**config.mk**
```make
export PLATFORM = sky130hd
export DESIGN_NAME = gate_driver_fault_manager
export DESIGN_NICKNAME = d
export VERILOG_FILES = /design/src/hdl/gate_fault_pkg.sv /design/src/hdl/gate_driver_fault_manager.sv
export SDC_FILE = /design/constraint.sdc
export NUM_CORES = 1
export LEC_CHECK = 0
export ABC_AREA = 0
export BUFFER_PORTS_ARGS = -buffer_cell sky130_fd_sc_hd__buf_2
export CAP_MARGIN = 20
export CORE_MARGIN = 8
export CORE_UTILIZATION = 40
export DETAILED_ROUTE_END_ITERATION = 8
export GPL_TIMING_DRIVEN = 0
export PLACE_DENSITY = 0.69
export RECOVER_POWER = 25
export SLEW_MARGIN = 40
export SYNTH_ARGS = -nofsm -noshare
export SYNTH_HDL_FRONTEND = slang
export SYNTH_HIERARCHICAL = 1
export SYNTH_SLANG_ARGS = --single-unit
```
**constraint.sdc**
```tcl
create_clock -name clk_sys -period 3 [get_ports clk_sys]
set_input_delay 0.3 -clock clk_sys [delete_from_list [all_inputs] [get_ports clk_sys]]
set_output_delay 0.3 -clock clk_sys [all_outputs]
set_load 0.005 [all_outputs]
```
**src/hdl/gate_fault_pkg.sv**
```systemverilog
// Constants shared by the gate driver fault supervision logic.
// Assumes a 10 MHz system clock and 32-bit APB register access.
package gate_fault_pkg;

  localparam int unsigned CLK_MHZ = 10;

  // Register byte offsets
  localparam logic [7:0] CTRL_OFFSET   = 8'h00;
  localparam logic [7:0] STATUS_OFFSET = 8'h04;

  // Control register fields
  localparam int CTRL_DRV_EN_BIT    = 0;
  localparam int CTRL_CLEAR_BIT     = 1;
  localparam int CTRL_UV_MODE_BIT   = 2;
  localparam int CTRL_OV_MODE_LSB   = 3;
  localparam int CTRL_OV_LVL_LSB    = 5;
  localparam int CTRL_OV_DG_LSB     = 7;
  localparam int CTRL_PUMP_MODE_BIT = 9;
  localparam int CTRL_PUMP_LVL_LSB  = 10;

  // Status register fields
  localparam int STAT_FAULT_BIT    = 0;
  localparam int STAT_WARN_BIT     = 1;
  localparam int STAT_POR_BIT      = 2;
  localparam int STAT_UV_BIT       = 3;
  localparam int STAT_OV_BIT       = 4;
  localparam int STAT_PUMP_UV_BIT  = 5;
  localparam int STAT_INACTIVE_BIT = 6;
  localparam int STAT_PIN_BIT      = 7;
  localparam int STAT_KILL_BIT     = 8;

  // Recovery select encodings
  localparam logic RECOVER_LATCHED = 1'b0;
  localparam logic RECOVER_AUTO    = 1'b1;

  localparam logic [1:0] OV_LATCHED  = 2'h0;
  localparam logic [1:0] OV_AUTO     = 2'h1;
  localparam logic [1:0] OV_WARN     = 2'h2;
  localparam logic [1:0] OV_DISABLED = 2'h3;

  // Pump threshold code for the two-volt setting
  localparam logic [1:0] PUMP_LVL_2V = 2'h0;

  // Reset values
  localparam logic       DRV_EN_RST    = 1'b0;
  localparam logic       UV_MODE_RST   = RECOVER_LATCHED;
  localparam logic       PUMP_MODE_RST = RECOVER_LATCHED;
  localparam logic [1:0] OV_MODE_RST   = OV_LATCHED;
  localparam logic [1:0] OV_LVL_RST    = 2'h0;
  localparam logic [1:0] OV_DG_RST     = 2'h0;
  localparam logic [1:0] PUMP_LVL_RST  = PUMP_LVL_2V;

  // Deglitch times in microseconds and their cycle counts
  localparam int unsigned POR_DG_US  = 10;
  localparam int unsigned UV_DG_US   = 10;
  localparam int unsigned PUMP_DG_US = 10;
  localparam int unsigned OV_DG0_US  = 1;
  localparam int unsigned OV_DG1_US  = 2;
  localparam int unsigned OV_DG2_US  = 4;
  localparam int unsigned OV_DG3_US  = 8;

  localparam logic [15:0] POR_DG_CYC  = 16'(POR_DG_US * CLK_MHZ);
  localparam logic [15:0] UV_DG_CYC   = 16'(UV_DG_US * CLK_MHZ);
  localparam logic [15:0] PUMP_DG_CYC = 16'(PUMP_DG_US * CLK_MHZ);
  localparam logic [15:0] OV_DG0_CYC  = 16'(OV_DG0_US * CLK_MHZ);
  localparam logic [15:0] OV_DG1_CYC  = 16'(OV_DG1_US * CLK_MHZ);
  localparam logic [15:0] OV_DG2_CYC  = 16'(OV_DG2_US * CLK_MHZ);
  localparam logic [15:0] OV_DG3_CYC  = 16'(OV_DG3_US * CLK_MHZ);

endpackage

```
**src/hdl/gate_driver_fault_manager.sv**
```systemverilog
// Fault supervision and driver enable logic of a gate driver; APB slave.
// Assumes comparators synchronous to clk_sys; host clears once fault is gone.
`timescale 1ns/10ps

module fault_deglitch (
  input  wire logic        clk_sys,   // System clock
  input  wire logic        rst,       // Async reset, active high
  input  wire logic        enable,    // Monitor enabled
  input  wire logic        cmp,       // Raw comparator, condition present
  input  wire logic [15:0] limit,     // Cycles the condition must hold
  output logic             detected   // Qualified condition
);
  logic [15:0] cnt_q;

  always_ff @(posedge clk_sys or posedge rst) begin
    if (rst) begin
      cnt_q    <= 16'h0000;
      detected <= 1'b0;
    end else if (!enable || !cmp) begin
      cnt_q    <= 16'h0000;
      detected <= 1'b0;
    end else if (cnt_q + 16'h0001 >= limit) begin
      detected <= 1'b1;
    end else begin
      cnt_q <= cnt_q + 16'h0001;
    end
  end

  deglitch_hold_a: assert property (@(posedge clk_sys) disable iff (rst)
    $rose(detected) |-> $past(cmp) && $past(enable))
    else $error("condition qualified without comparator");
  deglitch_drop_a: assert property (@(posedge clk_sys) disable iff (rst)
    !cmp |=> !detected)
    else $error("qualified condition survived comparator drop");
endmodule // fault_deglitch

module gate_driver_fault_manager
  import gate_fault_pkg::*;
#(
  parameter bit PIN_VARIANT = 1'b0 // Fixed-configuration pin variant
) (
  input  wire logic        clk_sys,             // System clock, 10 MHz
  input  wire logic        rst,                 // Async reset, active high
  input  wire logic        psel,                // APB select
  input  wire logic        penable,             // APB access phase
  input  wire logic        pwrite,              // APB write
  input  wire logic [7:0]  paddr,               // APB byte address
  input  wire logic [31:0] pwdata,              // APB write data
  output logic             pready,              // APB ready
  output logic [31:0]      prdata,              // APB read data
  output logic             pslverr,             // APB error
  input  wire logic        driver_kill_pin,     // Hard driver-off input
  input  wire logic        sleep_request_n,     // Low requests sleep
  input  wire logic        logic_supply_low,    // Logic supply below reset
  input  wire logic        supply_uv_cmp,       // Supply below UV level
  input  wire logic        supply_ov_cmp,       // Supply above OV level
  input  wire logic        pump_uv_cmp,         // Pump below UV level
  input  wire logic        fault_alert_out_n_in,  // Alert pin level
  output logic             fault_alert_out_n_out, // Alert pin drive value
  output logic             fault_alert_out_n_oe,  // Alert pin pull-low
  output logic             gate_pulldown_on,    // Gate pulldowns forced
  output logic             gate_drive_enable,   // Gate drivers may switch
  output logic             charge_pump_enable,  // Charge pump running
  output logic             monitors_enable,     // Protection monitors on
  output logic [1:0]       supply_ov_threshold_select, // To OV comparator
  output logic [1:0]       pump_uv_threshold_select    // To pump comparator
);

  // Control register fields
  logic       drv_en_q;
  logic       clear_q;
  logic       uv_mode_q;
  logic [1:0] ov_mode_q;
  logic [1:0] ov_lvl_q;
  logic [1:0] ov_dg_q;
  logic       pump_mode_q;
  logic [1:0] pump_lvl_q;
  // Fault state
  logic       por_flag_q;
  logic       uv_flag_q;
  logic       ov_flag_q;
  logic       pump_flag_q;
  logic       warn_q;
  logic       uv_fault_q;
  logic       ov_fault_q;
  logic       pump_fault_q;
  logic       pump_stop_q;
  logic        wr_ctrl;
  logic        clr;
  logic        inactive;
  logic        supply_reset_det;
  logic        uv_det;
  logic        ov_det;
  logic        pump_det;
  logic        uv_mode;
  logic [1:0]  ov_mode;
  logic        pump_mode;
  logic        drv_allowed;
  logic        summary;
  logic        ov_acts;
  logic [15:0] ov_limit;
  logic [31:0] ctrl_word;
  logic [31:0] status_word;

  // Pin variant fixes the modes, the enable bit and the pump level; OV level and OV deglitch still follow the register
  assign uv_mode     = PIN_VARIANT ? RECOVER_AUTO : uv_mode_q;
  assign ov_mode     = PIN_VARIANT ? OV_DISABLED : ov_mode_q;
  assign pump_mode   = PIN_VARIANT ? RECOVER_AUTO : pump_mode_q;
  assign drv_allowed = PIN_VARIANT ? 1'b1 : drv_en_q;
  assign supply_ov_threshold_select = ov_lvl_q;
  assign pump_uv_threshold_select = PIN_VARIANT ? PUMP_LVL_2V
                                                : pump_lvl_q;

  // APB slave: no wait states
  assign pready  = 1'b1;
  assign wr_ctrl = psel && penable && pwrite && (paddr == CTRL_OFFSET);
  // Clear is ignored on the pin variant, which has no such bit
  assign clr = clear_q && !PIN_VARIANT;
  always_comb begin
    ctrl_word = 32'h0000_0000;
    ctrl_word[CTRL_DRV_EN_BIT]    = drv_en_q;
    ctrl_word[CTRL_CLEAR_BIT]     = clear_q;
    ctrl_word[CTRL_UV_MODE_BIT]   = uv_mode_q;
    ctrl_word[CTRL_OV_MODE_LSB+:2] = ov_mode_q;
    ctrl_word[CTRL_OV_LVL_LSB+:2]  = ov_lvl_q;
    ctrl_word[CTRL_OV_DG_LSB+:2]   = ov_dg_q;
    ctrl_word[CTRL_PUMP_MODE_BIT] = pump_mode_q;
    ctrl_word[CTRL_PUMP_LVL_LSB+:2] = pump_lvl_q;
    status_word = 32'h0000_0000;
    status_word[STAT_FAULT_BIT]    = summary;
    status_word[STAT_WARN_BIT]     = warn_q;
    status_word[STAT_POR_BIT]      = por_flag_q;
    status_word[STAT_UV_BIT]       = uv_flag_q;
    status_word[STAT_OV_BIT]       = ov_flag_q;
    status_word[STAT_PUMP_UV_BIT]  = pump_flag_q;
    status_word[STAT_INACTIVE_BIT] = inactive;
    status_word[STAT_PIN_BIT]      = fault_alert_out_n_in;
    status_word[STAT_KILL_BIT]     = driver_kill_pin;
  end

  assign pslverr = psel && penable && !(paddr == CTRL_OFFSET
                   || (paddr == STATUS_OFFSET && !pwrite));
  // Read word taken in the setup cycle so it stands through the access
  always_ff @(posedge clk_sys or posedge rst) begin
    if (rst) begin
      prdata <= 32'h0000_0000;
    end else if (psel && !penable && paddr == CTRL_OFFSET) begin
      prdata <= ctrl_word;
    end else if (psel && !penable && !pwrite && paddr == STATUS_OFFSET) begin
      prdata <= status_word;
    end else begin
      prdata <= 32'h0000_0000;
    end
  end

  always_ff @(posedge clk_sys or posedge rst) begin
    if (rst) begin
      drv_en_q    <= DRV_EN_RST;
      uv_mode_q   <= UV_MODE_RST;
      ov_mode_q   <= OV_MODE_RST;
      ov_lvl_q    <= OV_LVL_RST;
      ov_dg_q     <= OV_DG_RST;
      pump_mode_q <= PUMP_MODE_RST;
      pump_lvl_q  <= PUMP_LVL_RST;
    end else if (wr_ctrl) begin
      drv_en_q    <= pwdata[CTRL_DRV_EN_BIT];
      uv_mode_q   <= pwdata[CTRL_UV_MODE_BIT];
      ov_mode_q   <= pwdata[CTRL_OV_MODE_LSB+:2];
      ov_lvl_q    <= pwdata[CTRL_OV_LVL_LSB+:2];
      ov_dg_q     <= pwdata[CTRL_OV_DG_LSB+:2];
      pump_mode_q <= pwdata[CTRL_PUMP_MODE_BIT];
      pump_lvl_q  <= pwdata[CTRL_PUMP_LVL_LSB+:2];
    end
  end

  // Clear bit stands for one cycle, then drops by itself
  always_ff @(posedge clk_sys or posedge rst) begin
    if (rst) begin
      clear_q <= 1'b0;
    end else begin
      clear_q <= wr_ctrl && pwdata[CTRL_CLEAR_BIT];
    end
  end

  // Monitors and qualifiers
  fault_deglitch u_por_dg (
    .clk_sys  (clk_sys),
    .rst      (rst),
    .enable   (1'b1),
    .cmp      (logic_supply_low),
    .limit    (POR_DG_CYC),
    .detected (supply_reset_det)
  );

  assign inactive = supply_reset_det || !sleep_request_n;
  always_comb begin
    case (ov_dg_q)
      2'h0:    ov_limit = OV_DG0_CYC;
      2'h1:    ov_limit = OV_DG1_CYC;
      2'h2:    ov_limit = OV_DG2_CYC;
      default: ov_limit = OV_DG3_CYC;
    endcase
  end

  fault_deglitch u_uv_dg (
    .clk_sys  (clk_sys),
    .rst      (rst),
    .enable   (!inactive),
    .cmp      (supply_uv_cmp),
    .limit    (UV_DG_CYC),
    .detected (uv_det)
  );

  fault_deglitch u_ov_dg (
    .clk_sys  (clk_sys),
    .rst      (rst),
    .enable   (!inactive && ov_mode != OV_DISABLED),
    .cmp      (supply_ov_cmp),
    .limit    (ov_limit),
    .detected (ov_det)
  );

  fault_deglitch u_pump_dg (
    .clk_sys  (clk_sys),
    .rst      (rst),
    .enable   (!inactive),
    .cmp      (pump_uv_cmp),
    .limit    (PUMP_DG_CYC),
    .detected (pump_det)
  );

  assign ov_acts = (ov_mode == OV_LATCHED) || (ov_mode == OV_AUTO);
  // Sticky flags: a new event wins over a clear in the same cycle
  always_ff @(posedge clk_sys or posedge rst) begin
    if (rst) begin
      por_flag_q <= 1'b1;
    end else begin
      por_flag_q <= supply_reset_det || (por_flag_q && !clr);
    end
  end

  always_ff @(posedge clk_sys or posedge rst) begin
    if (rst) begin
      uv_flag_q   <= 1'b0;
      ov_flag_q   <= 1'b0;
      pump_flag_q <= 1'b0;
      warn_q      <= 1'b0;
    end else begin
      uv_flag_q   <= uv_det || (uv_flag_q && !clr);
      ov_flag_q   <= (ov_det && ov_mode != OV_DISABLED)
                     || (ov_flag_q && !clr);
      pump_flag_q <= pump_det || (pump_flag_q && !clr);
      warn_q <= (ov_det && ov_mode == OV_WARN) || (warn_q && !clr);
    end
  end

  // Fault state: held only in latched mode; in auto mode faults follow detection, pump stop never sets
  always_ff @(posedge clk_sys or posedge rst) begin
    if (rst) begin
      uv_fault_q   <= 1'b0;
      ov_fault_q   <= 1'b0;
      pump_fault_q <= 1'b0;
      pump_stop_q  <= 1'b0;
    end else begin
      uv_fault_q <= uv_det || (uv_fault_q && !clr
                    && uv_mode == RECOVER_LATCHED);
      ov_fault_q <= (ov_det && ov_acts) || (ov_fault_q && !clr
                    && ov_mode == OV_LATCHED);
      pump_fault_q <= pump_det || (pump_fault_q && !clr
                      && pump_mode == RECOVER_LATCHED);
      pump_stop_q <= (pump_det && pump_mode == RECOVER_LATCHED)
                     || (pump_stop_q && !clr
                     && pump_mode == RECOVER_LATCHED);
    end
  end
  assign summary = uv_fault_q || ov_fault_q || pump_fault_q;

  // Output stage from flops; kill pin takes effect one cycle later
  always_ff @(posedge clk_sys or posedge rst) begin
    if (rst) begin
      gate_pulldown_on      <= 1'b1;
      gate_drive_enable     <= 1'b0;
      charge_pump_enable    <= 1'b0;
      monitors_enable       <= 1'b0;
      fault_alert_out_n_oe  <= 1'b0;
      fault_alert_out_n_out <= 1'b0;
    end else begin
      gate_pulldown_on  <= driver_kill_pin || inactive || !drv_allowed
                           || summary;
      gate_drive_enable <= !(driver_kill_pin || inactive || !drv_allowed
                           || summary);
      charge_pump_enable <= !(inactive || uv_fault_q
                           || pump_stop_q);
      monitors_enable   <= !inactive;
      fault_alert_out_n_oe  <= summary;
      fault_alert_out_n_out <= 1'b0;
    end
  end

  kill_pulldown_a: assert property (@(posedge clk_sys) disable iff (rst)
    driver_kill_pin |=> gate_pulldown_on && !gate_drive_enable)
    else $error("kill pin did not force pulldowns");
  enable_gate_a: assert property (@(posedge clk_sys) disable iff (rst)
    !PIN_VARIANT && !drv_en_q |=> gate_pulldown_on)
    else $error("drivers enabled without enable bit");
  pin_auto_en_a: assert property (@(posedge clk_sys) disable iff (rst)
    PIN_VARIANT && !driver_kill_pin && !inactive && !summary
    |=> gate_drive_enable)
    else $error("pin variant drivers not enabled");
  clear_pulse_a: assert property (@(posedge clk_sys) disable iff (rst)
    clear_q |=> !clear_q)
    else $error("clear bit did not self-clear");
  inactive_off_a: assert property (@(posedge clk_sys) disable iff (rst)
    inactive |=> !charge_pump_enable && !monitors_enable
    && gate_pulldown_on)
    else $error("inactive state left outputs on");
  por_sticky_a: assert property (@(posedge clk_sys) disable iff (rst)
    por_flag_q && !clr |=> por_flag_q)
    else $error("reset status bit lost without clear");
  uv_response_a: assert property (@(posedge clk_sys) disable iff (rst)
    uv_det |=> uv_flag_q ##1 (fault_alert_out_n_oe
    && !charge_pump_enable))
    else $error("supply undervoltage response missing");
  uv_latched_a: assert property (@(posedge clk_sys) disable iff (rst)
    uv_fault_q && uv_mode == RECOVER_LATCHED && !clr |=> uv_fault_q)
    else $error("latched undervoltage fault dropped");
  uv_auto_a: assert property (@(posedge clk_sys) disable iff (rst)
    uv_mode == RECOVER_AUTO && !uv_det |=> !uv_fault_q)
    else $error("auto undervoltage did not recover");
  ov_warn_only_a: assert property (@(posedge clk_sys) disable iff (rst)
    ov_mode == OV_WARN |=> !ov_fault_q)
    else $error("warning mode took driver action");
  ov_silent_a: assert property (@(posedge clk_sys) disable iff (rst)
    $rose(ov_flag_q) |-> $past(ov_mode) != OV_DISABLED)
    else $error("disabled overvoltage reported");
  pump_latch_a: assert property (@(posedge clk_sys) disable iff (rst)
    pump_det && pump_mode == RECOVER_LATCHED |=> ##1
    !charge_pump_enable)
    else $error("latched pump fault left pump running");
  pump_auto_a: assert property (@(posedge clk_sys) disable iff (rst)
    pump_mode == RECOVER_AUTO |=> !pump_stop_q)
    else $error("auto pump mode stopped pump");

endmodule // gate_driver_fault_manager

```
==> run metrics <==
CTS tree=done; Power Total=3.01 mW; gpl congestion=around 0.8; Synth async-reset ratio=100%; Routed WL=around 18000 um; Min Clock Period, post-route=3.14 ns; diodes inserted=0; Slew headroom=-7.91%; power share of the combinational group=about a tenth; TritonCTS buffer count=9; Yosys reg bits=106; YS warnings=6; Max stage delay cell, worst path=dfrtp_1; Clock Tree Buf Depth=2; total negative slack=-0.927 ns; Worst Path Max Fanout=6; CP arrival=about 3.4 ns; slowest stage delay, CP=0.44 ns; post-synthesis cell count=around 800; Post-synth EDFFs=0; Switch Pwr=between 0.7 and 0.8 mW; flop-to-flop setup slack=-0.14 ns; synthesis-to-layout area growth=32.0%; Seq/Total Area, Yosys=a little over a third; worst-margin pin slew=1.61 ns; Hold Vio Cnt, Final=0; drt wl/cell=~14 um; Reg power frac=48.6%; layout cells sized above 1=32.8%; vias post-DR=between 6k and 7k; row count=50; RSZ-0062 raised after global routing=true; pwr/cell area=between 300 and 400 nW/um2; first-pass GRT wire length=roughly 28000 um; Crit Path Class=reg -> reg; synthesized area per cell=about 9 um2; main flop type after synthesis=dfrtp_1; Max Cap Viol=1; pin count of the biggest net entering global routing=39; failing checks=capacitance limit, slew limit, setup timing; CP cell instances=buf_6 -> and3_4 -> nand2_2 -> nor2_4 -> nand4_1 -> xnor2_1 -> ha_1 -> nand4_1 -> nor3_2 -> o21ai_2 -> o211ai_4 -> buf_6 -> buf_8 -> buf_4 -> nand3_1 -> o21ai_1; Root Driver=clkbuf_16; top-count cell post-synth=dfrtp_1; final max-slew violation count=39; clock latency on the worst-skew pair=0.35 ns; TritonRoute pass-1 iters=4; clk sink count=approximately 110; status=finished, violations left; CP Data Required Time=about 3.3 ns; Pint=2.25 mW; Yosys cell types=47; DPL Wire Length=11900 um; switching share of total power=about 25%; Leakage=between 4 and 5 nW; gr usage total=between 10% and 20%; Final Instance Area=around 10000 um2; DIE AREA=23500 um2; grt ovf=0; width of the chip=about 150 um; Port-buffer cells=between 50 and 60; clock-pin slew on the worst setup and hold paths=roughly 0.08 ns; crit share post-route=105%; net count of the finished layout=around 1.2k; hold_buf cts=0; DRC=0; fin cells=1271; VDD IR-drop max=~300 uV; area of the mapped netlist=7530 um2; Setup-failing EPs final=23; Clock Skew=approximately 0.0099 ns; vias in the first global route=between 5k and 6k; top cells by area, synth=dfrtp_1, ha_1, xnor2_1; HP Class=in -> async; Fillers=roughly 1.6k; H-Tree Depth=3; Clk pwr share=roughly two fifths; Setup WS post-layout=-0.140 ns; area leader, netlist=dfrtp_1; synth cell count leaders=dfrtp_1, inv_1, a21oi_1, ha_1, o21ai_0; Fmax=~0.32 GHz; core area=18600 um2; Initial Utilization=40.5%; placed cell area=8380 um2; Die Y=approximately 150 um; CP endpoint kind=register; IO Pins=96; Routed Antenna Nets=0; Synth top area share=between 30% and 40%; dpl cells=about 1.2k; Iter 0 DRT Violations=302; initial antenna violation count=0; Critical Path Start Type=register; vias per cell=between 4 and 5
## cell families (layout without fill, tap and decap cells)
logic type | Yosys count | after routing | share of synthesized area (%)
adder cells (fa/ha/maj) | 68 | 68 | 11.3
AO/OA/AOI/OAI | 192 | 192 | 16.6
flip-flops | 106 | 106 | 35.3
AND/OR/NAND/NOR | 241 | 241 | 18.7
XOR/XNOR | 60 | 60 | 6.98
buffers and inverters | 134 | 277 | 8.93
multiplexers | 11 | 11 | 2.14
other | 2 | 82 | 0.0998
## critical path: cells and delay by family, from the launching register on
kind	cells	cell delay (ns)
buf+inv	4	0.54
compound gates	3	0.44
flops	1	0.44
simple gates	7	1.12
xor+xnor	1	0.23
fa+ha+maj	1	0.31
## final timing paths
path,start,endpoint,cells after the start
setup / recovery,u_uv_dg/cnt_q[1],u_uv_dg/cnt_q[1],16
hold / removal,rst,u_pump_dg/cnt_q[7],2
setup reg to reg,u_uv_dg/cnt_q[1],u_uv_dg/cnt_q[1],16
hold reg to reg,pump_stop_q,charge_pump_enable,1
max in group asynchronous,rst,ov_dg_q[1],2
min in group clk_sys,fault_alert_out_n_in,prdata[7],2
## power by group through the flow
stage | combinational, mW | clock, mW | sequential, mW
floorplan | 0.195 | 0 | 1.49
detailed placement | 0.266 | 0 | 1.49
CTS | 0.288 | 1.28 | 1.46
global placement | 0.261 | 0 | 1.49
finish | 0.303 | 1.25 | 1.46
global route | 0.346 | 1.34 | 1.47
## cells in the final DEF, fill, tap and decap left out, drive strengths merged, types with 5 or more instances in the layout
master / count
buf: 163
dfrtp: 104
inv: 91
conb: 82
o21ai: 72
ha: 68
a21oi: 68
or3: 50
nor2: 47
xnor2: 44
nand2: 40
nand3: 24
nand4: 20
clkbuf: 19
xor2: 16
nor3: 13
mux2: 11
a22o: 10
nand2b: 10
and2: 8
a21o: 8
o31ai: 8
and3: 8
o21a: 8
a211oi: 8
nand3b: 5
or4: 5
## final cells by class
class,count,area [um2],area share (%)
flip-flops and latches,106,2680,26.9
inverters,88,332,3.34
well taps,234,293,2.95
plain buffers,46,403,4.05
repair buffers,127,926,9.32
multi-input cells,654,4990,50.2
clock buffers,9,225,2.27
clock inverters,7,91.3,0.919
## metrics by stage
step	hold slack (ns)	utilization, %	worst slack (ns)
finish	0.157	53.5	-0.140
floorplan	0.226	-	0.149
CTS	0.120	48.4	-0.00427
global route	0.170	53.5	-0.295
detailed placement	0.431	45.1	-0.345
global placement	0.424	45.1	-0.402
## layer usage
metal	vias up	routed length, um	track usage [%]	part of all wire (%)
met1	3053	8200	18.0	45
met2	111	8960	23.5	50
met5	-	0	0	0
met4	0	165	3.35	0.91
met3	11	712	3.07	3.9
li1	3174	-	-	-
## state kept, by name, indices dropped and copies added, names as in the netlist, 2 cells and up
name and cells:
pump_uv_threshold_select 2, u_ov_dg/cnt_q 16, u_uv_dg/cnt_q 16, u_pump_dg/cnt_q 16
ov_dg_q 2, u_por_dg/cnt_q 16, prdata 12, ov_mode 2
supply_ov_threshold_select 2
## repair_timing
item | in CTS | in global routing
setup buffers | 16 | 49
pin swaps | 15 | 106
gates resized for setup | 37 | 148
cloned | 4 | 6
setup endpoints to repair | 68 | 68
Power figures use the tool's default switching activity.
